===== config.mk =====
export PLATFORM = sky130hd
export DESIGN_NAME = spu_storage_protect
export DESIGN_NICKNAME = d
export VERILOG_FILES = /design/src/inc/spu_pkg.sv /design/src/design/spu_storage_protect.sv
export SDC_FILE = /design/constraint.sdc
export NUM_CORES = 1
export LEC_CHECK = 0
export BUFFER_PORTS_ARGS = -buffer_cell sky130_fd_sc_hd__buf_4
export CAP_MARGIN = 20
export CORE_UTILIZATION = 44
export CTS_BUF_LIST = sky130_fd_sc_hd__clkbuf_8
export DETAILED_ROUTE_END_ITERATION = 6
export PLACE_DENSITY_LB_ADDON = 0.15
export RECOVER_POWER = 25
export SLEW_MARGIN = 40
export SYNTH_ARGS = -nofsm -noshare
export SYNTH_HDL_FRONTEND = slang
export SYNTH_SLANG_ARGS = --single-unit
export TNS_END_PERCENT = 10

===== constraint.sdc =====
create_clock -name clock -period 1.96 [get_ports clock]
set_input_delay 0.294 -clock clock [delete_from_list [all_inputs] [get_ports clock]]
set_output_delay 0.294 -clock clock [all_outputs]
set_load 0.02 [all_outputs]

===== src/inc/spu_pkg.sv =====
// constants and types for the storage protection unit
// Function
// load-barricade stores a bank number; protected region starts at that bank's base.
// upper limit is always top of memory; only lower boundary programmable.
// checks act only with protect indicator on and standard mode; code still runs the proceed-enabled transfer start check in interrupt modes.
// fifteen bank index registers sit in the first 60 locations of barricade bank.
// bank index registers usable once a bank is loaded, protection or not.
// top bit of five-bit modifier selects bank index registers in four-character mode.
// trap taken only at run, op fetch, memory cycle, standard, no external pending.
// taking the trap swaps sequence and trap vector registers, enters internal mode.
// trap entry saves or changes no indicator and keeps addressing mode.
// store-indicators clears violation indicators.
// external interrupt preempts internal mode; internal never preempts external.
// preemption of internal mode is recorded in bit one of fifth variant character.
// result write at or above barricade, protected, standard, non-transfer, is violation.
// reads and index use are fine; writing bank index registers is violation.
// write violation sets address flag, inhibits writes until instruction ends.
// vector then holds next op address; address registers keep stepping.
// protected peripheral start address with proceed set aborts, flags, skips, traps.
// peripheral transfers are checked only at extraction, on start address.
// software places record marks below the protected region.
// in interrupt modes only proceed-enabled peripheral start check applies.
// privileged op fetch when protected flags op violation, backs up, traps.
// proceed cleared after standard-mode op fetch and by store-indicators in interrupt modes.
package spu_pkg;
	localparam int SPU_AW = 16;
	localparam int SPU_BANK_W = 4;
	localparam int SPU_BANK_LSB = 12;
	localparam int SPU_MOD_W = 5;
	localparam logic [11:0] SPU_BANK_BASE = 12'h000;
	localparam logic [3:0] SPU_IDX_NONE = 4'h0;
	localparam logic [3:0] SPU_IDX_ONE = 4'h1;
	localparam logic [7:0] SPU_OFF_CTRL = 8'h00;
	localparam logic [7:0] SPU_OFF_BARRICADE = 8'h04;
	localparam logic [7:0] SPU_OFF_VECTOR = 8'h08;
	localparam logic [7:0] SPU_OFF_STATUS = 8'h0c;
	localparam int SPU_CTRL_PROTECT = 0;
	localparam int SPU_CTRL_PROCEED = 1;
	localparam int SPU_ST_MODE_LSB = 0;
	localparam int SPU_ST_ADDR_INT = 3;
	localparam int SPU_ST_ADDR_EXT = 4;
	localparam int SPU_ST_OPCODE = 5;
	localparam int SPU_ST_PREEMPT = 6;
	localparam int SPU_ST_LOADED = 7;
	localparam logic [SPU_BANK_W-1:0] SPU_BARRICADE_RST = 4'h0;
	localparam logic [SPU_AW-1:0] SPU_VECTOR_RST = 16'h0000;
	typedef enum logic [2:0] {
		MODE_STD = 3'b001,
		MODE_INT = 3'b010,
		MODE_EXT = 3'b100
	} spu_mode_type;
endpackage : spu_pkg


===== src/design/spu_storage_protect.sv =====
// storage protection unit with barricade, trap vector and mode tracking
`timescale 1ns/100ps
`default_nettype none
module spu_storage_protect
	import spu_pkg::*;
(
	input wire logic clock,
	input wire logic rst,
	input wire logic psel,
	input wire logic penable,
	input wire logic pwrite,
	input wire logic [7:0] paddr,
	input wire logic [31:0] pwdata,
	output logic [31:0] prdata,
	output logic pready,
	output logic pslverr,
	input wire logic loadBarricade,
	input wire logic [SPU_BANK_W-1:0] loadBank,
	input wire logic restoreIndicators,
	input wire logic restoreProtect,
	input wire logic restoreProceed,
	input wire logic storeIndicators,
	input wire logic resumeNormal,
	input wire logic resumeToInternal,
	input wire logic extIntTake,
	input wire logic extIntPending,
	input wire logic runMode,
	input wire logic aboutToFetch,
	input wire logic memCycle,
	input wire logic opFetch,
	input wire logic opPrivileged,
	input wire logic [SPU_AW-1:0] seqAddr,
	input wire logic resultWrite,
	input wire logic [SPU_AW-1:0] resultAddr,
	input wire logic instrIsTransfer,
	input wire logic transferExtract,
	input wire logic [SPU_AW-1:0] transferStart,
	input wire logic fourCharMode,
	input wire logic [SPU_MOD_W-1:0] addrModifier,
	output logic trapTake,
	output logic [SPU_AW-1:0] trapVector,
	output logic writeInhibit,
	output logic transferAbort,
	output logic opAbort,
	output logic fifthVariantBit1,
	output logic bankIndexSelect,
	output logic [SPU_AW-1:0] bankIndexAddr
);
	spu_mode_type mode;
	spu_mode_type next_mode;
	logic [SPU_BANK_W-1:0] barricade;
	logic barricadeLoaded;
	logic protectInd;
	logic proceedInd;
	logic addrViolInt;
	logic addrViolExt;
	logic opViol;
	logic preempted;
	logic violInstr;
	logic [SPU_AW-1:0] vector;
	logic apbWrite;
	logic apbRead;
	logic writeViolNow;
	logic transferCheck;
	logic transferViolNow;
	logic opViolNow;
	logic setAddrInt;
	logic isStd;
	logic [3:0] idxSel;
	logic [5:0] idxOffset;

	assign isStd = (mode == MODE_STD);
	assign apbWrite = psel & penable & pwrite;
	// read data is fetched in setup so it already stands through the access phase
	assign apbRead = psel & ~penable & ~pwrite;

	// only the bank bits matter: the barricade always sits on a bank base
	function automatic logic inProtected(input logic [SPU_AW-1:0] addr,
		input logic [SPU_BANK_W-1:0] bar);
		inProtected = (addr[SPU_AW-1:SPU_BANK_LSB] >= bar);
	endfunction : inProtected

	assign writeViolNow = resultWrite & inProtected(resultAddr, barricade) & protectInd
		& isStd & ~instrIsTransfer;
	assign transferCheck = proceedInd & ((isStd & protectInd) | ~isStd);
	assign transferViolNow = transferExtract & transferCheck
		& inProtected(transferStart, barricade);
	assign opViolNow = opFetch & opPrivileged & isStd & protectInd & ~proceedInd;
	assign setAddrInt = writeViolNow | (transferViolNow & (mode != MODE_EXT));
	assign trapTake = (addrViolInt | opViol) & runMode & aboutToFetch & memCycle & isStd
		& ~extIntPending;
	assign trapVector = vector;
	assign writeInhibit = writeViolNow | violInstr;
	assign transferAbort = transferViolNow;
	assign opAbort = opViolNow;
	assign fifthVariantBit1 = preempted;

	always_ff @(posedge clock or posedge rst) begin
		if (rst) begin
			barricade <= SPU_BARRICADE_RST;
			barricadeLoaded <= 1'b0;
		end else if (loadBarricade) begin
			barricade <= loadBank;
			barricadeLoaded <= 1'b1;
		end else if (apbWrite && paddr == SPU_OFF_BARRICADE) begin
			barricade <= pwdata[SPU_BANK_W-1:0];
			barricadeLoaded <= 1'b1;
		end
	end

	always_ff @(posedge clock or posedge rst) begin
		if (rst) begin
			protectInd <= 1'b0;
		end else if (restoreIndicators) begin
			protectInd <= restoreProtect;
		end else if (apbWrite && paddr == SPU_OFF_CTRL) begin
			protectInd <= pwdata[SPU_CTRL_PROTECT];
		end
	end

	// a restore in the same cycle as a fetch wins: it arms the next op
	always_ff @(posedge clock or posedge rst) begin
		if (rst) begin
			proceedInd <= 1'b0;
		end else if (restoreIndicators) begin
			proceedInd <= restoreProceed;
		end else if (apbWrite && paddr == SPU_OFF_CTRL) begin
			proceedInd <= pwdata[SPU_CTRL_PROCEED];
		end else if (opFetch && isStd) begin
			proceedInd <= 1'b0;
		end else if (storeIndicators && !isStd) begin
			proceedInd <= 1'b0;
		end
	end

	// set wins over the store-indicators clear
	always_ff @(posedge clock or posedge rst) begin
		if (rst) begin
			addrViolInt <= 1'b0;
		end else if (setAddrInt) begin
			addrViolInt <= 1'b1;
		end else if (storeIndicators) begin
			addrViolInt <= 1'b0;
		end
	end

	always_ff @(posedge clock or posedge rst) begin
		if (rst) begin
			addrViolExt <= 1'b0;
		end else if (transferViolNow && mode == MODE_EXT) begin
			addrViolExt <= 1'b1;
		end else if (storeIndicators) begin
			addrViolExt <= 1'b0;
		end
	end

	always_ff @(posedge clock or posedge rst) begin
		if (rst) begin
			opViol <= 1'b0;
		end else if (opViolNow) begin
			opViol <= 1'b1;
		end else if (storeIndicators) begin
			opViol <= 1'b0;
		end
	end

	// write inhibit lasts until the next op fetch ends the instruction
	always_ff @(posedge clock or posedge rst) begin
		if (rst) begin
			violInstr <= 1'b0;
		end else if (writeViolNow) begin
			violInstr <= 1'b1;
		end else if (opFetch) begin
			violInstr <= 1'b0;
		end
	end

	// sequencer already points past the faulting op, so the swap saves that address
	always_ff @(posedge clock or posedge rst) begin
		if (rst) begin
			vector <= SPU_VECTOR_RST;
		end else if (trapTake) begin
			vector <= seqAddr;
		end else if (apbWrite && paddr == SPU_OFF_VECTOR) begin
			vector <= pwdata[SPU_AW-1:0];
		end
	end

	always_comb begin
		next_mode = mode;
		case (mode)
			MODE_STD: begin
				if (extIntTake) begin
					next_mode = MODE_EXT;
				end else if (trapTake) begin
					next_mode = MODE_INT;
				end
			end
			MODE_INT: begin
				if (extIntTake) begin
					next_mode = MODE_EXT;
				end else if (resumeNormal) begin
					next_mode = MODE_STD;
				end
			end
			MODE_EXT: begin
				if (resumeNormal) begin
					next_mode = resumeToInternal ? MODE_INT : MODE_STD;
				end
			end
			default: begin
				next_mode = MODE_STD;
			end
		endcase
	end

	always_ff @(posedge clock or posedge rst) begin
		if (rst) begin
			mode <= MODE_STD;
		end else begin
			mode <= next_mode;
		end
	end

	always_ff @(posedge clock or posedge rst) begin
		if (rst) begin
			preempted <= 1'b0;
		end else if (extIntTake && mode == MODE_INT) begin
			preempted <= 1'b1;
		end else if (resumeNormal && mode == MODE_EXT) begin
			preempted <= 1'b0;
		end
	end

	// bank index register n occupies four characters at offset 4*(n-1)
	assign idxSel = addrModifier[3:0] - SPU_IDX_ONE;
	assign idxOffset = {idxSel, 2'b00};

	always_ff @(posedge clock or posedge rst) begin
		if (rst) begin
			bankIndexSelect <= 1'b0;
			bankIndexAddr <= '0;
		end else begin
			bankIndexSelect <= fourCharMode & addrModifier[SPU_MOD_W-1]
				& (addrModifier[3:0] != SPU_IDX_NONE) & barricadeLoaded;
			bankIndexAddr <= {barricade, SPU_BANK_BASE}
				+ {{(SPU_AW-6){1'b0}}, idxOffset};
		end
	end

	// single-cycle access phase; unmapped addresses answer with an error
	assign pready = 1'b1;
	always_comb begin
		if (paddr == SPU_OFF_CTRL || paddr == SPU_OFF_BARRICADE
			|| paddr == SPU_OFF_VECTOR || paddr == SPU_OFF_STATUS) begin
			pslverr = 1'b0;
		end else begin
			pslverr = psel & penable;
		end
	end

	always_ff @(posedge clock or posedge rst) begin
		if (rst) begin
			prdata <= '0;
		end else if (apbRead) begin
			if (paddr == SPU_OFF_CTRL) begin
				prdata <= {30'h0, proceedInd, protectInd};
			end else if (paddr == SPU_OFF_BARRICADE) begin
				prdata <= {28'h0, barricade};
			end else if (paddr == SPU_OFF_VECTOR) begin
				prdata <= {16'h0, vector};
			end else if (paddr == SPU_OFF_STATUS) begin
				prdata <= {24'h0, barricadeLoaded, preempted, opViol, addrViolExt,
					addrViolInt, mode};
			end else begin
				prdata <= '0;
			end
		end
	end
endmodule : spu_storage_protect
`default_nettype wire


==> results_dict.tcl, run 1 <==
set metrics [dict create \
    met3RoutedLength_um 467 \
    dr.first_iter.drc_count 140 \
    timing.hold.ws_ns 0.160 \
    max_slew_margin 0.367 \
    drcViolationCount 8 \
    irDropWorstVdd_mv 0.425 \
    tritoncts_clock_tree "yes" \
    critical-path-slowest-cell "sky130_fd_sc_hd__or4_4" \
    grt-ovfl-total 0 \
    critical_path.endpoint_type "output pin" \
    worstReg2RegEnd "addrViolInt$_DFFE_PP0P_" \
    reg2reg_slack_ns 0.22 \
    cts_max_level 2 \
    avgSynthCellArea_sq_um 9.60 \
    floorplan.initialDensity 0.463 \
    insertedDiodeCount 0 \
    cap_violations 0 \
    detail_route.first_pass.iterations 7 \
    wire_per_inst_um 14.5 \
    postSynth.topFlopCell "sky130_fd_sc_hd__dfrtp_1" \
    netlist.area_leader.share 0.462 \
    synthTopCellsByArea "sky130_fd_sc_hd__dfrtp_1, sky130_fd_sc_hd__buf_4, sky130_fd_sc_hd__nand2_1" \
    final_antenna_net_count 0 \
    seq_area_frac_synth 0.471 \
    std_cell_rows 29 \
    grt_max_degree 33 \
    violated_checks "DRC, setup timing" \
    worst-endpoint-arrival_ns 1.85 \
    netlist_area_sq_um 2980 \
    crit_chain "ha_1, nand2b_4, a2111oi_2, or4_4, inv_2, buf_6" \
    status "complete, but fails checks" \
    cts-root-buf "sky130_fd_sc_hd__clkbuf_8" \
    die_y_um 84.3 \
    max_slew.worst_pin.slew_ns 0.949 \
    final.period_utilization 1.09 \
    global_route_wire_length_before_repair_um 12600 \
    drt-vias-per-instance 5.13 \
    timing.fmax_ghz 0.467 \
    core_region_area_sq_um 6420 \
    crit_fanout 2 \
    gr-usage-all-layers 0.226 \
    netlist_instances 310 \
    hold_violations 0 \
    finalWirelength_um 7740 \
    critical_path.startpoint_type "flop" \
    setup.worst_path.class "flop to output pin" \
    final_worst_path_setup_slack_ns -0.183 \
    pin_count 192 \
    vias 2747 \
    placed_cells 525 \
    wl_met2_um 3620 \
    layout.nets 586 \
    reg2regPathDepth 6 \
    clock_skew_after_layout_ns 0.00932 \
    syn_to_final_growth_pct 41.8 \
    final_cell_count_no_fill 535 \
    min-delay-start "addrModifier[3]" \
    yosysWarningCount 0 \
    worst_hold_path_type "primary input to flop" \
    die_width_um 84.3 \
    worstHoldEndpoint "bankIndexAddr[5]$_DFF_PP0_" \
    distinct_cell_type_count_of_the_synthesized_netlist 49 \
    wirelength_met1_um 3470 \
    layout-drive-gt1-share 0.389 \
    totalPowerFinal_mw 3.65 \
    grt_pass1_vias 2574 \
    io_buffer_count 126 \
    ys_async_sr_fraction 1.00 \
    slew_violations 0 \
    delay_of_the_slowest_cell_on_the_worst_path_ns 0.53 \
    worst_setup_hold_path_clk_slew_ns 0.10 \
    synth_enable_flop_cells 0 \
    whs_path_depth 2 \
    last_weighted_congestion_value_of_the_routability_driven_placer 0.766 \
    origin_of_the_critical_flop_to_flop_path "barricade[0]$_DFFE_PP0P_" \
    setup_total_negative_slack_ns -0.291 \
    fin_crit_ns 2.14 \
    crit_required_ns 1.67 \
    highest-signal-layer "met4" \
    worst_skew_pair.late_latency_ns 0.31 \
    synth_top_cell_by_area "sky130_fd_sc_hd__dfrtp_1" \
    cts_max_path_buffers 2 \
    final_setup_fails 2 \
    powerDensity_nw_per_um2 865 \
    cts_num_sinks 56 \
    dp_hpwl_um 6230 \
    leakagePower_nw 2.20 \
    synth-seq-cells 56 \
    rsz_0062_raised_after_global_routing "true" \
    antenna_violations_before_repair 0 \
    die_area_sq_um 7100 \
    cts-buffers-inserted 5 \
]
-- where the power goes --
group	switching, mW	total (mW)	internal [mW]
clock network	0.383	0.765	0.382
logic	0.685	1.32	0.634
registers	0.204	1.56	1.36
-- Yosys cell counts (all sizes together), types with 2 or more instances --
master	instances
dfrtp	55
nand2	47
nor2	30
buf	27
inv	20
a31oi	16
a22o	10
o21ai	10
clkbuf	9
ha	9
mux2	8
mux2i	7
nand3	5
nand4	5
a21oi	4
nand2b	4
nor3	4
nor3b	3
o211ai	3
a22oi	2
and4b	2
conb	2
mux4	2
nor4	2
o22a	2
o22ai	2
or4	2
xor2	2
-- metal layers --
layer | GRT usage | vias to the layer above
met1 | 0.322 | 1276
met4 | 0.0674 | 0
met3 | 0.0354 | 18
met2 | 0.358 | 122
li1 | - | 1331
met5 | 0 | -
-- layout make-up --
class | instances | area [sq um]
multi-input cells | 221 | 1390
clock buffers | 5 | 68.8
fillers | 560 | 2200
well taps | 77 | 96.3
inverters | 20 | 75.1
repair buffers | 153 | 1150
clock inverters | 3 | 42.5
flip-flops and latches | 56 | 1400
-- worst max-delay path: cells and delay by family (launching register included) --
family          cells  cell delay [ns]
buf+inv             2             0.18
simple gates        2             0.64
compound gates      1             0.06
flops               1             0.39
fa+ha+maj           1             0.28
-- repair_timing --
item | CTS | global route
setup endpoints to repair | 4 | 4
buffers inserted | 1 | 1
pin swaps | 2 | 4
hold buffers | 0 | 0
gates cloned | 0 | 0
endpoints found under the hold margin | 0 | 0
gates resized for setup | 8 | 3
-- worst max-delay path by stage --
stage | to | from | slack [ns]
2_1_floorplan | barricade[0]$_DFFE_PP0P_ | paddr[5] | 0.08
3_3_place_gp | barricade[3]$_DFFE_PP0P_ | paddr[5] | -0.07
3_5_place_dp | barricade[1]$_DFFE_PP0P_ | paddr[5] | -0.11
4_1_cts | transferAbort | barricade[0]$_DFFE_PP0P_ | -0.21
5_1_grt | transferAbort | barricade[0]$_DFFE_PP0P_ | -0.25
6_report | transferAbort | barricade[0]$_DFFE_PP0P_ | -0.18
-- state kept, by name, summed over array words and instances (netlist names) --
| register | cells |
|---|---|
| addrViolExt | 1 |
| addrViolInt | 1 |
| mode | 3 |
| fifthVariantBit1 | 1 |
| opViol | 1 |
| prdata | 16 |
| barricade | 4 |
| bankIndexSelect | 1 |
| barricadeLoaded | 1 |
| bankIndexAddr | 8 |
| trapVector | 16 |
| proceedInd | 1 |
| protectInd | 1 |
| violInstr | 1 |
-- layout by cell type (no fill, tap or decap), types with 3 or more instances in the layout --
cell,netlist,layout
sky130_fd_sc_hd__buf_4,25,147
sky130_fd_sc_hd__a21oi_1,4,4
sky130_fd_sc_hd__clkbuf_4,0,3
sky130_fd_sc_hd__mux2_1,4,4
sky130_fd_sc_hd__nand2b_1,4,3
sky130_fd_sc_hd__dfrtp_1,55,55
sky130_fd_sc_hd__ha_1,9,9
sky130_fd_sc_hd__nand3_1,5,5
sky130_fd_sc_hd__nand4_1,5,5
sky130_fd_sc_hd__mux2_2,4,4
sky130_fd_sc_hd__inv_1,20,18
sky130_fd_sc_hd__o211ai_1,3,3
sky130_fd_sc_hd__a31oi_1,16,16
sky130_fd_sc_hd__nor2_1,30,30
sky130_fd_sc_hd__conb_1,2,25
sky130_fd_sc_hd__o21ai_0,10,10
sky130_fd_sc_hd__mux2i_1,7,7
sky130_fd_sc_hd__nor3_1,4,3
sky130_fd_sc_hd__inv_2,0,3
sky130_fd_sc_hd__clkbuf_8,0,5
sky130_fd_sc_hd__a22o_1,10,10
sky130_fd_sc_hd__nand2_1,47,47
-- logic make-up (layout without fill, tap and decap cells) --
family                     after synthesis  after routing  synth area share
other                                    2             25           0.00252
adders and majority gates                9              9            0.0378
and+or+nand+nor                        109            109             0.174
DFF                                     56             56             0.471
xor gates and xnor gates                 2              2           0.00589
muxes                                   17             17            0.0689
buffers and inverters                   56            181             0.103
AOI/OAI and AO/OA                       59             59             0.137
-- stage by stage --
stage	utilization	cell area (sq um)	setup slack, ns
after CTS	0.657	4220	-0.211
after floorplan	-	3060	0.0832
after global placement	0.635	4080	-0.0750
after detailed placement	0.635	4080	-0.107
final	0.657	4220	-0.183
after global routing	0.657	4220	-0.253
Power figures use the tool's default switching activity.
==> run 2, diff against run 1 <==
--- a/config.mk
+++ b/config.mk
@@ -7,8 +7,8 @@
 export LEC_CHECK = 0
 export BUFFER_PORTS_ARGS = -buffer_cell sky130_fd_sc_hd__buf_4
 export CAP_MARGIN = 20
-export CORE_UTILIZATION = 44
-export CTS_BUF_LIST = sky130_fd_sc_hd__clkbuf_8
+export CORE_UTILIZATION = 43
+export CTS_BUF_LIST = sky130_fd_sc_hd__clkbuf_4 sky130_fd_sc_hd__clkbuf_8 sky130_fd_sc_hd__clkbuf_16
 export DETAILED_ROUTE_END_ITERATION = 6
 export PLACE_DENSITY_LB_ADDON = 0.15
 export RECOVER_POWER = 25
==> run 2 against run 1 <==
  * The run ends with setup timing left
  * Global-route usage increased by 0.19 points
  * Hold slack lost 0.029 ns
  * Via count increased by 0.44%
  * Die area up 2.3%
  * Register-to-register slack about the same
  * Design area up 0.24%
  * Sequential share of layout area is essentially flat
  * Setup slack got worse by 0.019 ns
  * Non-clock buffer count fell by 2
  * First-iteration DRC count shrank 21%
  * Final cell count fell by 0.37%
==> results_dict.tcl, run 2 (synthesized netlist as in run 1, its figures left out) <==
set metrics [dict create \
    syn_to_final_growth_pct 42.1 \
    dr.first_iter.drc_count 110 \
    setup_total_negative_slack_ns -0.328 \
    grt_max_degree 36 \
    layout-drive-gt1-share 0.395 \
    global_route_wire_length_before_repair_um 12800 \
    clock_skew_after_layout_ns 0.00904 \
    worst_skew_pair.late_latency_ns 0.31 \
    final_antenna_net_count 0 \
    io_buffer_count 126 \
    cts_num_sinks 56 \
    gr-usage-all-layers 0.228 \
    max_slew_margin 0.409 \
    worst_hold_path_type "primary input to async pin" \
    cts_hold_repair.buffers 0 \
    die_y_um 85.2 \
    final_setup_fails 2 \
    critical-path-top-delay-family "simple AND/OR/NAND/NOR gates" \
    critical_path.endpoint_type "output pin" \
    dp_hpwl_um 6400 \
    detail_route.first_pass.iterations 5 \
    timing.fmax_ghz 0.463 \
    rsz_0062_raised_after_global_routing "true" \
    max_slew.worst_pin.slew_ns 0.886 \
    timing.hold.ws_ns 0.130 \
    cap_violations 0 \
    critical_path.n_buffers_inverters 3 \
    vias 2759 \
    layout.nets 584 \
    hold_violations 0 \
    reg2reg_slack_ns 0.21 \
    reg2regPathDepth 7 \
    cts-root-buf "sky130_fd_sc_hd__clkbuf_8" \
    fin_crit_ns 2.16 \
    std_cell_rows 29 \
    finalWirelength_um 7950 \
    area_post_placement_sq_um 4070 \
    final.period_utilization 1.10 \
    last_weighted_congestion_value_of_the_routability_driven_placer 0.787 \
    origin_of_the_critical_flop_to_flop_path "barricade[2]$_DFFE_PP0P_" \
    critical_path.startpoint_type "flop" \
    sequential_cell_area_sq_um 1400 \
    pin_count 192 \
    drt-vias-per-instance 5.18 \
    crit_fanout 2 \
    delay_of_the_slowest_cell_on_the_worst_path_ns 0.52 \
    irDropWorstVdd_mv 0.500 \
    totalPowerFinal_mw 3.66 \
    core_region_area_sq_um 6530 \
    leakagePower_nw 2.19 \
    cts_max_level 2 \
    insertedDiodeCount 0 \
    violated_checks "setup timing" \
    antenna_violations_before_repair 0 \
    most-common-layout-cells "sky130_fd_sc_hd__buf_4, sky130_fd_sc_hd__dfrtp_1, sky130_fd_sc_hd__nand2_1" \
    final_worst_path_setup_slack_ns -0.202 \
    wire_per_inst_um 14.9 \
    num-fill-cells 564 \
    status "complete, but fails checks" \
    worst_setup_hold_path_clk_slew_ns 0.11 \
    powerDensity_nw_per_um2 864 \
    cpMostUsedCell "sky130_fd_sc_hd__inv_2" \
    drcViolationCount 0 \
    tritoncts_clock_tree "yes" \
    critical-path-slowest-cell "sky130_fd_sc_hd__or4_4" \
    die_width_um 85.2 \
    crit_required_ns 1.67 \
    floorplan.initialDensity 0.456 \
    die_area_sq_um 7260 \
    slew_violations 0 \
    mostFrequentLayoutCell "sky130_fd_sc_hd__buf_4" \
    cts-buffers-inserted 5 \
    stdcell_area_sq_um 4230 \
    worst-endpoint-arrival_ns 1.87 \
    cts_max_path_buffers 2 \
    grt-ovfl-total 0 \
    crit_chain "inv_2, ha_1, o21a_1, nor2_1, or4_4, inv_2, buf_6" \
    place_ws_ns -0.125 \
    multiInputGateArea_sq_um 1390 \
    setup.worst_path.class "flop to output pin" \
    grt_pass1_vias 2586 \
    worstReg2RegEnd "addrViolExt$_DFFE_PP0P_" \
]
-- run 2: how the worst max path moves through the flow --
stage / to / cells after the start / from / slack, ns
floorplan: barricade[0]$_DFFE_PP0P_ / 4 / paddr[5] / 0.08
global placement: barricade[2]$_DFFE_PP0P_ / 6 / paddr[5] / -0.1
detailed placement: barricade[0]$_DFFE_PP0P_ / 6 / paddr[5] / -0.12
CTS: transferAbort / 7 / barricade[3]$_DFFE_PP0P_ / -0.20
global route: transferAbort / 7 / barricade[2]$_DFFE_PP0P_ / -0.28
finish: transferAbort / 7 / barricade[2]$_DFFE_PP0P_ / -0.20
-- run 2: power by group --
group | internal (mW) | leakage (nW) | switching, mW
clock | 0.388 | 0.0600 | 0.394
sequential | 1.36 | 0.721 | 0.195
combinational | 0.623 | 1.41 | 0.694
-- run 2: timing repair --
item	in CTS	in global routing
pin swaps	5	1
cloned	0	0
endpoints found under the setup margin	4	4
gates resized for setup	11	1
buffers inserted	2	0
endpoints found under the hold margin	0	0
-- run 2: area by class of cell --
class                   instances  area share
flip-flops and latches         56       0.332
multi-input cells             221       0.329
repair buffers                151       0.271
well taps                      77      0.0228
inverters                      20      0.0177
clock buffers                   5      0.0163
clock inverters                 3      0.0109
-- run 2: layer usage --
metal / vias to the layer above / track usage / share of wire
met3: 11 / 0.0457 / 0.065
met5: - / 0 / 0
met4: 0 / 0.0539 / 0.013
li1: 1319 / - / -
met2: 111 / 0.385 / 0.50
met1: 1318 / 0.302 / 0.42
-- run 2: per-stage QoR --
stage           util  cells
2_1_floorplan      -    333
3_3_place_gp   0.624    523
3_5_place_dp   0.624    523
4_1_cts        0.649    533
5_1_grt        0.648    533
6_report       0.648    533
==> run 3, diff against run 2 <==
--- a/config.mk
+++ b/config.mk
@@ -10,6 +10,7 @@
 export CORE_UTILIZATION = 43
 export CTS_BUF_LIST = sky130_fd_sc_hd__clkbuf_4 sky130_fd_sc_hd__clkbuf_8 sky130_fd_sc_hd__clkbuf_16
 export DETAILED_ROUTE_END_ITERATION = 6
+export MAX_ROUTING_LAYER = met4
 export PLACE_DENSITY_LB_ADDON = 0.15
 export RECOVER_POWER = 25
 export SLEW_MARGIN = 40
==> run 3 against run 2 <==
  * The flow still finishes with violations (setup timing)
  * Core utilization unchanged
  * Non-clock buffer count stayed put
  * Register-to-register slack hardly changed
  * Total power hardly changed
  * First-iteration DRC count is 0.91% lower
  * Design area stayed put
  * Fmax is essentially flat
  * Setup slack hardly changed
==> results_dict.tcl, run 3 (synthesized netlist as in run 1, its figures left out) <==
set metrics [dict create \
    status "complete, but fails checks" \
    violated_checks "setup timing" \
    detail_route.first_pass.iterations 4 \
    antenna_violations_before_repair 0 \
    leakagePower_nw 2.19 \
    dr.first_iter.drc_count 109 \
    num-fill-cells 564 \
    std_cell_rows 29 \
    fin_crit_ns 2.16 \
    cts_max_path_buffers 2 \
    floorplan.initialDensity 0.456 \
    max_slew_margin 0.410 \
    cap_violations 0 \
    drt-vias-per-instance 5.18 \
    final.period_utilization 1.10 \
    syn_to_final_growth_pct 42.1 \
    die_y_um 85.2 \
    critical-path-slowest-cell "sky130_fd_sc_hd__or4_4" \
    stdcell_area_sq_um 4230 \
    final_setup_fails 2 \
    irDropWorstVdd_mv 0.501 \
    critical_path.n_buffers_inverters 3 \
    cts_max_level 2 \
    io_buffer_count 126 \
    gr-usage-all-layers 0.235 \
    crit_required_ns 1.67 \
    slew_violations 0 \
    pin_count 192 \
    die_width_um 85.2 \
    critical_path.startpoint_type "flop" \
    global_route_wire_length_before_repair_um 12800 \
    powerDensity_nw_per_um2 865 \
    die_area_sq_um 7260 \
    power.share.switching 0.352 \
    grt-ovfl-total 0 \
    sequentialPowerShare 0.425 \
    wire_per_inst_um 15.0 \
    crit_chain "inv_2, ha_1, o21a_1, nor2_1, or4_4, inv_2, buf_6" \
    clock_skew_after_layout_ns 0.00908 \
    combPwrFrac 0.360 \
    final_worst_path_setup_slack_ns -0.203 \
    grt_max_degree 36 \
    layout-drive-gt1-share 0.395 \
    critical-path-top-delay-family "simple AND/OR/NAND/NOR gates" \
    delay_of_the_slowest_cell_on_the_worst_path_ns 0.52 \
    setup.worst_path.class "flop to output pin" \
    dp_hpwl_um 6400 \
    rsz_0062_raised_after_global_routing "true" \
    insertedDiodeCount 0 \
    cts-root-buf "sky130_fd_sc_hd__clkbuf_8" \
    tritoncts_clock_tree "yes" \
    switching_power_mw 1.29 \
    cts-buffers-inserted 5 \
    mostFrequentLayoutCell "sky130_fd_sc_hd__buf_4" \
    last_weighted_congestion_value_of_the_routability_driven_placer 0.798 \
    layout.nets 584 \
    most-common-layout-cells "sky130_fd_sc_hd__buf_4, sky130_fd_sc_hd__dfrtp_1, sky130_fd_sc_hd__nand2_1" \
    crit_fanout 2 \
    finalWirelength_um 7990 \
    intPower_mw 2.37 \
    timing.fmax_ghz 0.462 \
    critical_path.endpoint_type "output pin" \
    worst_setup_hold_path_clk_slew_ns 0.11 \
    hold_violations 0 \
    cts_num_sinks 56 \
    vias 2759 \
    core_region_area_sq_um 6530 \
    worst_skew_pair.late_latency_ns 0.31 \
    area_post_placement_sq_um 4070 \
    final_antenna_net_count 0 \
    worst-endpoint-arrival_ns 1.87 \
    grt_pass1_vias 2587 \
    drcViolationCount 0 \
    max_slew.worst_pin.slew_ns 0.885 \
    cpMostUsedCell "sky130_fd_sc_hd__inv_2" \
    worst_hold_path_type "primary input to async pin" \
    totalPowerFinal_mw 3.66 \
    clock_power_share 0.215 \
]
## run 3: worst register-to-register path: stages (launching register included)
cell                        delay [ns]
sky130_fd_sc_hd__dfrtp_1          0.40
sky130_fd_sc_hd__inv_2            0.05
sky130_fd_sc_hd__ha_1             0.26
sky130_fd_sc_hd__o21a_1           0.11
sky130_fd_sc_hd__nor2_1           0.04
sky130_fd_sc_hd__or4_4            0.52
sky130_fd_sc_hd__buf_4            0.15
sky130_fd_sc_hd__o2bb2ai_1        0.14
## run 3: what timing repair did
action | 4_1_cts | 5_1_grt
gates resized for setup | 11 | 1
endpoints found under the hold margin | 0 | 0
cloned | 0 | 0
buffers inserted | 2 | 0
hold buffers | 0 | 0
pin swaps | 5 | 1
endpoints found under the setup margin | 4 | 4
## run 3: final cells by class
| class | instances | area (sq um) | area share |
|---|---|---|---|
| Timing Repair Buffer | 151 | 1150 | 0.271 |
| Multi-Input combinational cell | 221 | 1390 | 0.329 |
| Tap cell | 77 | 96.3 | 0.0228 |
| Clock buffer | 5 | 68.8 | 0.0163 |
| Inverter | 20 | 75.1 | 0.0177 |
| Sequential cell | 56 | 1400 | 0.332 |
| Clock inverter | 3 | 46.3 | 0.0109 |
## run 3: power groups by stage
stage	clock, mW	sequential (mW)	combinational [mW]
6_report	0.786	1.56	1.32
5_1_grt	0.845	1.59	1.44
4_1_cts	0.794	1.55	1.33
3_5_place_dp	0	1.57	1.30
3_3_place_gp	0	1.57	1.27
2_1_floorplan	0	1.69	0.573
## run 3: path summary, 6_finish.rpt
check	slack (ns)	endpoint	from	cells past startpoint
max in group asynchronous	0.44	mode[1]$_DFFE_PP0P_	rst	3
hold / removal	0.13	bankIndexAddr[5]$_DFF_PP0_	rst	2
setup / recovery	-0.20	transferAbort	barricade[2]$_DFFE_PP0P_	7
hold reg to reg	0.49	prdata[4]$_DFFE_PP0P_	prdata[4]$_DFFE_PP0P_	2
setup reg to reg	0.21	addrViolExt$_DFFE_PP0P_	barricade[2]$_DFFE_PP0P_	7
min in group clock	0.15	bankIndexAddr[5]$_DFF_PP0_	addrModifier[3]	2
## run 3: metal layers
| layer | GRT usage | up-vias | wire [um] |
|---|---|---|---|
| li1 | - | 1323 | - |
| met1 | 0.307 | 1317 | 3430 |
| met2 | 0.383 | 112 | 4000 |
| met3 | 0.0428 | 7 | 480 |
| met4 | 0.0539 | 0 | 76 |
| met5 | - | - | 0 |
## run 3: stage by stage
step / hold WS [ns] / utilization / setup WS, ns / setup TNS (ns) / std cells
global route: 0.152 / 0.648 / -0.278 / -0.634 / 533
CTS: 0.00926 / 0.649 / -0.201 / -0.351 / 533
finish: 0.126 / 0.648 / -0.203 / -0.328 / 533
detailed placement: 0.351 / 0.624 / -0.125 / -0.458 / 523
global placement: 0.349 / 0.624 / -0.0971 / -0.382 / 523
floorplan: 0.367 / - / 0.0832 / 0 / 333
